[src/mtc_params.svh]
/*
 * constants for the modem training control block: offsets, field
 * positions, reset values and debounce times.
 * assumes a 40 MHz system clock and byte addressing on the register bus.
 */
`ifndef MTC_PARAMS_SVH
`define MTC_PARAMS_SVH

// ----------------------------------------
// register indices and reset values
// ----------------------------------------
`define MTC_TRAIN_IDX 12'h1FE
`define MTC_MODE_IDX 12'h1FF
`define MTC_IRQ_STATUS_IDX 12'h1FA
`define MTC_IRQ_MASK_IDX 12'h1FB
`define MTC_TRAIN_RESET 8'h00
`define MTC_MODE_RESET 7'h00
`define MTC_MASK_RESET 4'h0

// ----------------------------------------
// field positions
// ----------------------------------------
`define MTC_BIT_SCR_ONES 7
`define MTC_BIT_S1 6
`define MTC_BIT_PLAIN_MARKS 5
`define MTC_BIT_SCR_ZEROS 4
`define MTC_BIT_FORCE16 3

// ----------------------------------------
// timing
// ----------------------------------------
`define MTC_CLK_HZ 40000000
`define MTC_SCR_ONES_DEB_MS 30
`define MTC_S1_DEB_MS 27
`define MTC_SCR_ONES_DEB_CYC ((`MTC_CLK_HZ / 1000) * `MTC_SCR_ONES_DEB_MS)
`define MTC_S1_DEB_CYC ((`MTC_CLK_HZ / 1000) * `MTC_S1_DEB_MS)
`define MTC_TONE_DEFAULT_HZ 2225

`endif

[src/mtc_pkg.sv]
/*
 * types for the modem training control block.
 * assumes nothing beyond the constants header.
 */
package mtc_pkg;

    // operating modes of the mode field
    typedef enum logic [6:0]
    {
        MTC_MODE_STANDBY = 7'h00,
        MTC_MODE_V22BIS = 7'h08,
        MTC_MODE_V22 = 7'h09,
        MTC_MODE_V21 = 7'h0A,
        MTC_MODE_PSK_ALT = 7'h0B,
        MTC_MODE_V23_FWD = 7'h0D,
        MTC_MODE_V23_REV = 7'h0E
    } mtc_mode_t;

    // line sequence the transmitter produces
    typedef enum logic [3:0]
    {
        MTC_TX_SILENT,
        MTC_TX_PLAIN_ONES_1200,
        MTC_TX_S1,
        MTC_TX_SCR_ONES_1200,
        MTC_TX_SCR_ONES_2400,
        MTC_TX_DATA_1200,
        MTC_TX_DATA_2400,
        MTC_TX_TONE,
        MTC_TX_FSK_MARKS,
        MTC_TX_FSK_SPACES,
        MTC_TX_FSK_DATA
    } mtc_tx_t;

    // training flow
    typedef enum logic [1:0]
    {
        MTC_ST_IDLE,
        MTC_ST_TRAIN,
        MTC_ST_DATA
    } mtc_state_t;

endpackage

[src/mtc_training_control.sv]
/*
 * training control register of the modem data pump, with the mode field,
 * detection flags, transmit sequence decode and a flag interrupt.
 * assumes a classic wishbone master on clk, detector pulses/levels from
 * the receiver on clk, and a transmitter that follows txSequence.
 */
// How it works
// - reset loads training register with zero
// - standby or data mode write clears it
// - data mode freezes training register contents
// - bit7 scrambled ones after 30 ms debounce
// - bit6 S1 pattern after 27 ms debounce
// - bit5 plain marks at 1200 bps
// - bit4 scrambled zeros seen
// - phase modes: codes 0-4 select sequences
// - phase modes: 5, 6 start data
// - phase mode tone, default 2225 Hz
// - fsk: squelch, marks, spaces, data
// - fsk tone via tone A frequency
// - mode codes 8,9,A,B,D,E
`timescale 1ns/100ps
`include "mtc_params.svh"
module mtc_training_control
    import mtc_pkg::*;
#(
    parameter int scrOnesDebCycles = `MTC_SCR_ONES_DEB_CYC,
    parameter int s1DebCycles = `MTC_S1_DEB_CYC,
    parameter int adrWidth = 12
)
(
    input wire logic clk,
    input wire logic reset,
    input wire logic wb_cyc_i,
    input wire logic wb_stb_i,
    input wire logic wb_we_i,
    input wire logic [adrWidth-1:0] wb_adr_i,
    input wire logic [3:0] wb_sel_i,
    input wire logic [31:0] wb_dat_i,
    output logic [31:0] wb_dat_o,
    output logic wb_ack_o,
    input wire logic scrambledOnesRaw,
    input wire logic s1PatternRaw,
    input wire logic plainMarksRaw,
    input wire logic scrambledZerosRaw,
    output mtc_tx_t txSequence,
    output logic [6:0] operatingMode,
    output logic dataModeActive,
    output logic force16Way,
    output logic [11:0] toneDefaultHz,
    output logic irq
);

    initial
    begin
        if (adrWidth < 12)
            $error("mtc_training_control: adrWidth must be at least 12");
    end

    // ----------------------------------------
    // debounce length checks
    // ----------------------------------------
    initial
    begin
        if (scrOnesDebCycles < 1)
            $error("mtc_training_control: scrOnesDebCycles must be at least 1");
        if (s1DebCycles < 1)
            $error("mtc_training_control: s1DebCycles must be at least 1");
    end

    // ----------------------------------------
    // bus decode
    // ----------------------------------------
    logic [7:0] train_reg;
    logic [7:0] train_next;
    logic [6:0] mode_reg;
    logic [3:0] irqStatus_reg;
    logic [3:0] irqMask_reg;
    mtc_state_t state_reg;
    logic access;
    logic wrLow;
    logic selTrain;
    logic selMode;
    logic selStatus;
    logic selMask;
    logic modeWrite;
    logic modeClears;
    logic [3:0] detNow;
    logic [3:0] detSeen;
    logic scrOnesDeb;
    logic s1Deb;

    assign access = wb_cyc_i && wb_stb_i && !wb_ack_o;
    assign wrLow = access && wb_we_i && wb_sel_i[0];
    assign selTrain = wb_adr_i[11:0] == `MTC_TRAIN_IDX;
    assign selMode = wb_adr_i[11:0] == `MTC_MODE_IDX;
    assign selStatus = wb_adr_i[11:0] == `MTC_IRQ_STATUS_IDX;
    assign selMask = wb_adr_i[11:0] == `MTC_IRQ_MASK_IDX;
    assign modeWrite = wrLow && selMode;

    // standby or any data mode clears training
    always_comb
    begin
        unique case (mtc_mode_t'(wb_dat_i[6:0]))
            MTC_MODE_STANDBY, MTC_MODE_V22BIS, MTC_MODE_V22, MTC_MODE_V21,
            MTC_MODE_PSK_ALT, MTC_MODE_V23_FWD, MTC_MODE_V23_REV:
                modeClears = 1'b1;
            default:
                modeClears = 1'b0;
        endcase
    end

    always_ff @(posedge clk)
    begin
        if (reset)
            wb_ack_o <= 1'b0;
        else
            wb_ack_o <= access;
    end

    // ----------------------------------------
    // read data
    // ----------------------------------------
    always_ff @(posedge clk)
    begin
        if (reset)
            wb_dat_o <= 32'h00000000;
        else if (access && !wb_we_i)
        begin
            if (selTrain)
                wb_dat_o <= {24'h000000, train_reg};
            else if (selMode)
                wb_dat_o <= {25'h0, mode_reg};
            else if (selStatus)
                wb_dat_o <= {28'h0000000, irqStatus_reg};
            else if (selMask)
                wb_dat_o <= {28'h0000000, irqMask_reg};
            else
                wb_dat_o <= 32'h00000000;
        end
    end

    // ----------------------------------------
    // mode field
    // ----------------------------------------
    always_ff @(posedge clk)
    begin
        if (reset)
            mode_reg <= `MTC_MODE_RESET;
        else if (modeWrite)
            mode_reg <= wb_dat_i[6:0];
    end

    // ----------------------------------------
    // detectors
    // ----------------------------------------
    mtc_debounce #(.holdCycles(scrOnesDebCycles)) scrOnesDebounce
    (
        .clk(clk),
        .reset(reset),
        .rawIn(scrambledOnesRaw),
        .stableOut(scrOnesDeb)
    );

    mtc_debounce #(.holdCycles(s1DebCycles)) s1Debounce
    (
        .clk(clk),
        .reset(reset),
        .rawIn(s1PatternRaw),
        .stableOut(s1Deb)
    );

    assign detNow = {scrOnesDeb, s1Deb, plainMarksRaw, scrambledZerosRaw};
    assign detSeen = detNow & ~train_reg[7:4];

    // ----------------------------------------
    // training register
    // ----------------------------------------
    always_comb
    begin
        train_next = train_reg;
        if (state_reg != MTC_ST_DATA)
        begin
            train_next[7:4] = train_reg[7:4] | detNow;
            if (wrLow && selTrain)
                train_next[3:0] = wb_dat_i[3:0];
        end
        if (modeWrite && modeClears)
            train_next = `MTC_TRAIN_RESET;
    end

    always_ff @(posedge clk)
    begin
        if (reset)
            train_reg <= `MTC_TRAIN_RESET;
        else
            train_reg <= train_next;
    end

    // ----------------------------------------
    // training flow
    // ----------------------------------------
    always_ff @(posedge clk)
    begin
        if (reset)
            state_reg <= MTC_ST_IDLE;
        else if (modeWrite)
            state_reg <= (wb_dat_i[6:0] == 7'h00) ? MTC_ST_IDLE : MTC_ST_TRAIN;
        else if (state_reg == MTC_ST_TRAIN && (train_reg[2:0] == 3'h5 || train_reg[2:0] == 3'h6))
            state_reg <= MTC_ST_DATA;
    end

    // ----------------------------------------
    // transmit sequence decode
    // ----------------------------------------
    logic fskMode;
    logic pskMode;
    mtc_tx_t tx_next;

    assign fskMode = mode_reg == MTC_MODE_V21 || mode_reg == MTC_MODE_V23_FWD || mode_reg == MTC_MODE_V23_REV;
    assign pskMode = mode_reg == MTC_MODE_V22BIS || mode_reg == MTC_MODE_V22 || mode_reg == MTC_MODE_PSK_ALT;

    always_comb
    begin
        tx_next = MTC_TX_SILENT;
        if (pskMode)
        begin
            unique case (train_reg[2:0])
                3'h0: tx_next = MTC_TX_SILENT;
                3'h1: tx_next = MTC_TX_PLAIN_ONES_1200;
                3'h2: tx_next = MTC_TX_S1;
                3'h3: tx_next = MTC_TX_SCR_ONES_1200;
                3'h4: tx_next = MTC_TX_SCR_ONES_2400;
                3'h5: tx_next = MTC_TX_DATA_1200;
                3'h6: tx_next = MTC_TX_DATA_2400;
                3'h7: tx_next = MTC_TX_TONE;
            endcase
        end
        else if (fskMode)
        begin
            unique case (train_reg[2:0])
                3'h1: tx_next = MTC_TX_FSK_MARKS;
                3'h2: tx_next = MTC_TX_FSK_SPACES;
                3'h5: tx_next = MTC_TX_FSK_DATA;
                3'h7: tx_next = MTC_TX_TONE;
                default: tx_next = MTC_TX_SILENT;
            endcase
        end
    end

    always_ff @(posedge clk)
    begin
        if (reset)
            txSequence <= MTC_TX_SILENT;
        else if (state_reg != MTC_ST_DATA)
            txSequence <= tx_next;
    end

    always_ff @(posedge clk)
    begin
        if (reset)
        begin
            operatingMode <= `MTC_MODE_RESET;
            dataModeActive <= 1'b0;
            force16Way <= 1'b0;
            toneDefaultHz <= 12'h000;
        end
        else
        begin
            operatingMode <= mode_reg;
            dataModeActive <= state_reg == MTC_ST_DATA;
            force16Way <= train_reg[`MTC_BIT_FORCE16] && mode_reg == MTC_MODE_V22BIS;
            toneDefaultHz <= 12'(`MTC_TONE_DEFAULT_HZ);
        end
    end

    // ----------------------------------------
    // interrupt
    // ----------------------------------------
    always_ff @(posedge clk)
    begin
        if (reset)
            irqStatus_reg <= 4'h0;
        else if (access && !wb_we_i && selStatus)
            irqStatus_reg <= detSeen;
        else
            irqStatus_reg <= irqStatus_reg | detSeen;
    end

    always_ff @(posedge clk)
    begin
        if (reset)
            irqMask_reg <= `MTC_MASK_RESET;
        else if (wrLow && selMask)
            irqMask_reg <= wb_dat_i[3:0];
    end

    always_ff @(posedge clk)
    begin
        if (reset)
            irq <= 1'b0;
        else
            irq <= |(irqStatus_reg & irqMask_reg);
    end

endmodule

[src/mtc_debounce.sv]
/*
 * debouncer: output rises once the input has stood high for holdCycles
 * consecutive clocks, falls at once with the input.
 * assumes a synchronous input on clk.
 */
`timescale 1ns/100ps
module mtc_debounce
#(
    parameter int holdCycles = 1200000
)
(
    input wire logic clk,
    input wire logic reset,
    input wire logic rawIn,
    output logic stableOut
);

    localparam int cntW = $clog2(holdCycles + 1);
    logic [cntW-1:0] count_reg;

    initial
    begin
        if (holdCycles < 1)
            $error("mtc_debounce: holdCycles must be at least 1");
    end

    // ----------------------------------------
    // qualifying counter
    // ----------------------------------------
    always_ff @(posedge clk)
    begin
        if (reset || !rawIn)
            count_reg <= '0;
        else if (count_reg != cntW'(holdCycles))
            count_reg <= count_reg + 1'b1;
    end

    always_ff @(posedge clk)
    begin
        if (reset)
            stableOut <= 1'b0;
        else
            stableOut <= rawIn && (count_reg == cntW'(holdCycles - 1) || count_reg == cntW'(holdCycles));
    end

endmodule

[config.mk]
export PLATFORM = sky130hd
export DESIGN_NAME = mtc_training_control
export DESIGN_NICKNAME = d
export VERILOG_FILES = /design/src/mtc_pkg.sv /design/src/mtc_training_control.sv /design/src/mtc_debounce.sv
export VERILOG_INCLUDE_DIRS = /design/src
export SDC_FILE = /design/constraint.sdc
export NUM_CORES = 1
export LEC_CHECK = 0
export BUFFER_PORTS_ARGS = -buffer_cell sky130_fd_sc_hd__buf_2
export CAP_MARGIN = 30
export CORE_MARGIN = 2
export CORE_UTILIZATION = 54
export DETAILED_ROUTE_END_ITERATION = 6
export PLACE_DENSITY = 0.8
export SETUP_SLACK_MARGIN = 0.15
export SLEW_MARGIN = 20
export SYNTH_ARGS = -nofsm -noshare
export SYNTH_HDL_FRONTEND = slang
export SYNTH_HIERARCHICAL = 1
export SYNTH_SLANG_ARGS = --single-unit
export TNS_END_PERCENT = 50
[constraint.sdc]
create_clock -name clk -period 2.6 [get_ports clk]
set_clock_uncertainty 0.15 [all_clocks]
set_input_delay 0.39 -clock clk [delete_from_list [all_inputs] [get_ports clk]]
set_output_delay 0.39 -clock clk [all_outputs]
set_load 0.1 [all_outputs]
Word level (Yosys, flattened, before mapping)
Memory sizes are Yosys's and may differ from the RTL's. A register that Yosys moved wholly into a read port is not among the register bits.
Index checks and enable logic that the tools add are counted.
- output and inout port bits: 59
- memory bits (read-only): 24
- register bits after elaboration: 128
- memories: 1
- bitwise logic cells: 5
- add/sub/neg operators: 2
- equal/unequal tests: 30
- reductions and logical operators: 33
- muxes and demuxes: 15
- memories (memory ; words ; width ; read ports ; clocked after memory_dff ; wr ports ; RTL line ; source):
    (no name shown) ; 8 ; 3 ; 1 ; 1 ; 0 ; mtc_training_control.sv:227 ; unique case (train_reg[2:0])
- operators with widths (operator ; number):
    == test 21 bit (second input constant) ; 4
    == test 7 x 4 -> 1 bit (second input constant) ; 12
    == test 12 x 9 -> 1 bit (second input constant) ; 4
    adder 21 x 1 -> 21 bit (second input constant) ; 2
    != test 21 bit (second input constant) ; 2
    2-to-1 mux 4 bit ; 5
    one-hot mux 4 bit (4 select lines) ; 1
    logical AND 1 bit ; 14
    2-to-1 mux 12 bit ; 1
    == test 3 bit (second input constant) ; 3
    logical OR 1 bit ; 9
    bitwise AND 4 bit ; 2
    2-to-1 mux 8 bit ; 1
    bitwise OR 4 bit ; 2
    zero test 7 bit ; 1
    2-to-1 mux 7 bit ; 1
    OR reduction 7 bit ; 1
    2-to-1 mux 3 bit ; 2
    zero test 1 bit ; 4
    2-to-1 mux 2 bit ; 2
    NOT 4 bit ; 1
    OR reduction 4 bit ; 1
    == test 3 x 1 -> 1 bit (second input constant) ; 1
    == test 3 x 2 -> 1 bit (second input constant) ; 1
    other kinds (7) ; 8

Depth between registers and ports, before layout
Gate-level depths: netlist (run 1).
- word-level depth: 8
- mapped depth: 6

Modules after synthesis
The synthesis (run 1) kept the hierarchy.
- by module, submodules not included (module ; cells an instance ; area each (um^2) ; times used ; sequential area each (um^2)):
    mtc_training_control ; 281 ; 2602.5 ; 1 ; 1041.0
    mtc_debounce (s1Debounce) ; 132 ; 1127.3 ; 1 ; 440.4
    mtc_debounce (scrOnesDebounce) ; 128 ; 1088.5 ; 1 ; 440.4

Worst setup path after synthesis (run 1)
Ideal clock, no wire load.
- path type: register to register
- from: reg wb_ack_o
- to: reg (tool-made name)
- data required time: 2.373 ns
- clock period less this slack: 2.192 ns
- stages on the path, launching flop included: 6
- path buffers: 1
- slack: 0.408 ns
- arrival: 1.965 ns
- path through: dfxtp_1 and3b_1 and3_1 a41o_1 buf_4 a21oi_1
- RTL lines (element ; RTL line ; source):
    start, declared ; mtc_training_control.sv:40 ; output logic wb_ack_o,
    start signal, assigned ; mtc_training_control.sv:117 ; wb_ack_o <= access;

Worst setup path after layout (run 1)
- from: reg scrOnesDebounce.count_reg[16]
- to: reg scrOnesDebounce.count_reg[0]
- longest elaborated chain between the ends: 1
- RTL lines (element ; RTL line ; source):
    start, declared ; mtc_debounce.sv:19 ; logic [cntW-1:0] count_reg;
    start signal, assigned ; mtc_debounce.sv:35 ; count_reg <= count_reg + 1'b1;
    != test 21 bit ; mtc_debounce.sv:34 ; else if (count_reg != cntW'(holdCycles))
Every way passes these cells.
A chain may end at the register's enable or synchronous reset.

==> results of run 1 <==
## cells in the mapped netlist, types with 2 or more instances
cell type	n
dfxtp_1	96
a21oi_1	52
buf_4	38
nand2_1	34
nor2_1	34
nand4_1	29
nand3_1	21
o21ai_0	20
inv_1	17
o21ai_1	12
nor2b_1	11
and4_1	10
clkbuf_1	10
xor2_1	10
or3_1	9
nand2b_1	8
xnor2_1	8
a31oi_1	7
o31ai_1	7
and3_2	6
mux2i_1	6
nand4b_1	6
nor3_1	6
and3_1	5
clkbuf_8	5
o2111ai_1	5
a32o_1	4
buf_6	4
ha_1	4
mux4_2	4
or4_1	4
and2_1	3
nor3b_1	3
nor4_1	3
or2b_1	3
a211oi_1	2
a22oi_1	2
a41o_1	2
and3b_1	2
nand3b_1	2
nand4_2	2
or4_4	2
## area by class of cell
cell class | count | area [um^2] | share of cell area (%)
Tap cell | 108 | 135 | 2.64
Inverter | 18 | 67.6 | 1.32
Clock inverter | 3 | 26.3 | 0.514
Sequential cell | 96 | 1920 | 37.6
Clock buffer | 12 | 155 | 3.03
Multi-Input combinational cell | 398 | 2480 | 48.5
Timing Repair Buffer | 62 | 325 | 6.36
## per-layer routing
metal | track usage (%) | vias to the layer above | wire length [um]
li1 | - | 1992 | -
met1 | 25.6 | 1915 | 4320
met2 | 35.3 | 129 | 4780
met5 | 0 | - | 0
met3 | 4.54 | 12 | 524
met4 | 5.48 | 0 | 153
## final timing paths
| kind | to | cells past startpoint |
|---|---|---|
| worst max-delay path | scrOnesDebounce/count_reg[0] | 4 |
| worst min-delay path | train_reg[5] | 3 |
| worst max register to register | scrOnesDebounce/count_reg[0] | 4 |
| worst min register to register | wb_dat_o[4] | 2 |
## per-stage QoR
stage          worst slack (ns)  util, %  cells  power (mW)
2_1_floorplan             0.408        -    571        1.87
3_3_place_gp              0.455     56.8    682        1.87
3_5_place_dp              0.415     56.8    682        1.87
4_1_cts                   0.455     58.9    697        2.76
5_1_grt                   0.274     58.9    697        2.84
6_report                  0.436     58.9    697        2.74
## worst reg2reg max path, stage by stage, from the launching register on
cell	delay, ns
dfxtp_1	0.36
or4b_4	0.55
nor4_1	0.69
nand3_1	0.15
a21oi_1	0.19
## logic make-up (layout without fill, tap and decap cells)
logic type,Yosys count,after routing
and+or+nand+nor,216,216
AOI/OAI and AO/OA,119,119
DFF,96,96
buffers and inverters,77,95
xor gates and xnor gates,18,18
muxes,10,10
adders and majority gates,4,4
other,1,31
## report_power, final
group	total, mW	switching [mW]	internal, mW
Clock	0.895	0.493	0.403
Sequential	1.49	0.00882	1.48
Combinational	0.354	0.305	0.0488
==> run summary, run 1 <==
status - finished clean
setup TNS - 0 ns
post-route cell area - 5110 um^2
most frequent cells in the layout - dfxtp_1 (96), buf_2 (56), a21oi_1 (52), nand2_1 (34), nor2_1 (34)
final-report setup violation count - 0
root buffer cell - clkbuf_8
FF+latch count, synth - 96
largest family of logic cells by synthesized area - simple AND/OR/NAND/NOR gates
slew margin rel. - 48.5%
antenna violations before repair - 0
dpl cell area - 4930 um^2
share of cells above drive strength 1 - 17.3%
Final ANT Viol Nets - 0
Post-synth EDFFs - 0
FF-to-FF Start - scrOnesDebounce/count_reg[16]
Max Cap Violations - 0
Ant. Diodes - 0
Mapped Area - 4820 um^2
CTS tree - built
Hold Fails Final Rpt - 0
CP required - 2.72 ns
die area - 9690 um^2
Nets - 646
area share of the largest cell type after synthesis - 39.9%
Worst VDD drop - 297 uV
WL final - 9.78 mm
crit end category - flip-flop
first-pass GRT wire length - 16.5 mm
f_max - 462 MHz
cts hold-fix bufs - 0
commonest non-fill, non-tap cell in the layout - dfxtp_1
main flop type after synthesis - dfxtp_1
FILL cells - 775
Reg clk slew, reported paths - 0.09 ns
I/O Pins - 116
Worst Path Class, Setup - flip-flop to flip-flop
gpl congestion - 0.869
vias in the first global route - 3630
WHS - 0.123 ns
Tcrit/Tclk final - 83.2%
hold wc startpoint - plainMarksRaw
DR iter-0 viols - 133
# rows - 34
GRT overflow - 0
H-Tree Depth - 3
post-synthesis mux area share - 3.12%
CTS Buf Count - 9
die extent in y - 98.5 um
RSZ-0062 raised after global routing - no
total global-route track usage - 20.3%
Least-Margin Pin Slew - 0.766 ns
Post-Synth Adder-Cell Area - 1.04%
post-DR wirelength/cell - 14.0 um
XOR/XNOR share of the synthesized area - 3.27%
CP peak stage delay - 0.69 ns
routed vias - 4048
Skew-Pair Late Insertion Delay - 0.35 ns
I/O Buffers - 56
Core ar. - 8680 um^2
Power Density - 535 nW/um^2
# DRC - 0
Initial Utilization - 55.5%
Detailed Place HPWL - 7.07 mm
Critical Path Fanout Max - 6
pin count of the biggest net entering global routing - 30
drt pass-1 iters - 4
sequential area share after synthesis - 39.9%
post-synth top area cell - dfxtp_1
clock tree buffer depth - 2
Mapped Cells - 541
Sinks on Clock Net - 96
CP bufs+invs - 0
Setup crit start - scrOnesDebounce/count_reg[16]
leakage power - 1.88 nW
CP startpoint kind - flip-flop
Post CTS Setup Buffer Count - 0
Synth Area in Compound Gates - 14.6%
ranking of synthesized cells by area - dfxtp_1 (40%), buf_4 (5.9%), a21oi_1 (5.4%), nand4_1 (3.8%), nand2_1 (2.6%)
Post-Synth Simple-Gate Area - 27.1%
Worst path slowest cell - nor4_1
worst path arrival time - 2.28 ns
critical path's top delay family - simple AND/OR/NAND/NOR gates
Worst Hold Class - primary input to flip-flop
final slew viol count - 0
area delta synth->final - 6.13%
worst path cell trace - or4b_4, nor4_1, nand3_1, a21oi_1
Avg Cell Area, Syn - 8.91 um^2
unique cell type count in the Yosys netlist - 65
internal reg-to-reg setup slack - 0.44 ns
vias per cell - 5.81
yosys warns - 6
ys async rst share - 0%
Die Wd - 98.5 um
fin crit period - 2.16 ns
Post-CTS Resized - 0
Note: power is estimated with default switching activity, not from simulation.
==> run 2, diff against run 1 <==
--- a/config.mk
+++ b/config.mk
@@ -6,6 +6,7 @@
 export SDC_FILE = /design/constraint.sdc
 export NUM_CORES = 1
 export LEC_CHECK = 0
+export ABC_AREA = 1
 export BUFFER_PORTS_ARGS = -buffer_cell sky130_fd_sc_hd__buf_2
 export CAP_MARGIN = 30
 export CORE_MARGIN = 2
==> constraint.sdc (replaced) <==
create_clock -name clk -period 2.1 [get_ports clk]
set_clock_uncertainty 0.15 [all_clocks]
set_input_delay 0.315 -clock clk [delete_from_list [all_inputs] [get_ports clk]]
set_output_delay 0.315 -clock clk [all_outputs]
set_load 0.1 [all_outputs]
==> run summary, run 2 <==
Initial Utilization - 55.4%
final-report setup violation count - 0
Post-synth EDFFs - 0
Skew-Pair Late Insertion Delay - 0.36 ns
die extent in y - 101 um
Synth top cells by count - nand2_1 (129), nor2_1 (118), inv_1 (112)
Mapped Area - 5100 um^2
yosys warns - 6
Mapped Cells - 757
total global-route track usage - 22.2%
Reg clk slew, reported paths - 0.10 ns
FILL cells - 829
ranking of synthesized cells by area - dfxtp_1 (38%), nand2_1 (9.5%), nor2_1 (8.7%), inv_1 (8.2%), a21oi_1 (6.5%)
Die Wd - 101 um
setup TNS - 0 ns
CTS tree - built
Worst path slowest cell - buf_2
CP required - 1.63 ns
Worst Path Class, Setup - flip-flop to primary output
f_max - 603 MHz
first-pass GRT wire length - 18.4 mm
crit end category - primary output
Post CTS Setup Buffer Count - 0
drt pass-1 iters - 5
pin count of the biggest net entering global routing - 26
area of the multi-input gates - 2520 um^2
area share of the largest cell type after synthesis - 37.7%
worst path arrival time - 1.19 ns
slew margin rel. - 54.2%
ys async rst share - 0%
Worst VDD drop - 511 uV
DR iter-0 viols - 232
main flop type after synthesis - dfxtp_1
H-Tree Depth - 3
unique cell type count in the Yosys netlist - 38
Register Area - 1920 um^2
FF+latch count, synth - 96
cts hold-fix bufs - 0
I/O Buffers - 56
Ant. Diodes - 0
fin crit period - 1.66 ns
GRT overflow - 0
leakage power - 2.43 nW
Setup crit start - toneDefaultHz[7]
post-DR wirelength/cell - 11.8 um
status - finished clean
CTS Buf Count - 9
Worst path depth - 1
vias per cell - 5.09
worst path cell trace - buf_2
RSZ-0062 raised after global routing - no
dpl cell area - 5350 um^2
Max Cap Violations - 0
FF-to-FF Start - wb_ack_o
Place WS - 0.306 ns
post-route cell area - 5530 um^2
area delta synth->final - 8.47%
Final ANT Viol Nets - 0
antenna violations before repair - 0
worst setup margin - 0.442 ns
Worst Hold Class - primary input to flip-flop
post-layout util - 60.1%
Detailed Place HPWL - 8.41 mm
CP bufs+invs - 1
Nets - 874
Post-CTS Resized - 0
critical path's top delay family - buffers and inverters
sequential area share after synthesis - 37.7%
Core ar. - 9200 um^2
Least-Margin Pin Slew - 0.684 ns
share of cells above drive strength 1 - 16.9%
commonest non-fill, non-tap cell in the layout - nand2_1
Tcrit/Tclk final - 78.9%
CP startpoint kind - flip-flop
# rows - 35
internal reg-to-reg setup slack - 0.44 ns
clock tree buffer depth - 2
# DRC - 0
r2r endpoint - irqStatus_reg[3]
I/O Pins - 116
root buffer cell - clkbuf_8
CP peak stage delay - 0.44 ns
Hold Fails Final Rpt - 0
final slew viol count - 0
CP endpoint - toneDefaultHz[4]
Sinks on Clock Net - 96
vias in the first global route - 4421
WL final - 11.0 mm
most frequent cells in the layout - nand2_1 (129), nor2_1 (118), inv_1 (112), dfxtp_1 (95), a21oi_1 (66)
Power Density - 624 nW/um^2
hold wc startpoint - scrambledZerosRaw
R2R cell count - 7
top-count cell post-synth - nand2_1
Avg Cell Area, Syn - 6.74 um^2
die area - 10200 um^2
Critical Path Fanout Max - 5
routed vias - 4727
gpl congestion - 0.890
post-synth top area cell - dfxtp_1
-- run 2: cell types whose count changed in the layout (fill, tap and decap cells not counted), moves of 20 or more --
| cell | before | now |
|---|---|---|
| nand3_1 | 21 | 51 |
| nand4_1 | 29 | 9 |
| inv_1 | 17 | 112 |
| o21ai_0 | 20 | 43 |
| nand2_1 | 34 | 129 |
| nor2_1 | 34 | 118 |
-- run 2: cells by family after synthesis --
group,count (synthesis),share of synthesized area (%)
AO/OA/AOI/OAI,127,13.1
XOR/XNOR,2,0.344
adder cells (fa/ha/maj),4,0.982
buffers and inverters,168,15.1
flip-flops,96,37.7
other,1,0.0735
AND/OR/NAND/NOR,359,32.6
-- run 2: final cells by class --
type / instances / area share, %
Multi-Input combinational cell: 523 / 45.5
Sequential cell: 96 / 34.8
Inverter: 124 / 8.46
Timing Repair Buffer: 59 / 5.48
Tap cell: 111 / 2.51
Clock buffer: 10 / 2.31
Clock inverter: 6 / 0.950
-- run 2: routing by layer --
metal | routed length [um] | vias up | track usage (%) | share of wire (%)
met5 | 0 | - | 0 | 0
met4 | 321 | 0 | 12.2 | 2.9
met3 | 502 | 25 | 3.04 | 4.6
met2 | 5450 | 158 | 40.0 | 50
met1 | 4710 | 2123 | 25.3 | 43
li1 | - | 2421 | - | -
-- run 2: power breakdown --
group          total (mW)  switching, mW  internal, mW
clock                1.13          0.682         0.450
sequential           1.85         0.0115          1.83
combinational       0.475          0.413        0.0625
-- run 2: per-stage QoR --
step | power (mW) | std cells | hold slack, ns
after floorplan | 2.34 | 787 | 0.291
after global placement | 2.36 | 913 | 0.290
after detailed placement | 2.36 | 913 | 0.310
after CTS | 3.48 | 929 | 0.0545
after global routing | 3.60 | 929 | 0.0678
final | 3.45 | 929 | 0.0672
-- run 2: worst min path at each step --
stage | end | slack [ns] | depth (start not counted)
floorplan | irqStatus_reg[3] | 0.29 | 2
detailed placement | wb_dat_o[3] | 0.31 | 2
finish | irqStatus_reg[0] | 0.07 | 3
global route | train_reg[5] | 0.07 | 3
CTS | irqStatus_reg[0] | 0.05 | 3
global placement | txSequence[3] | 0.29 | 2
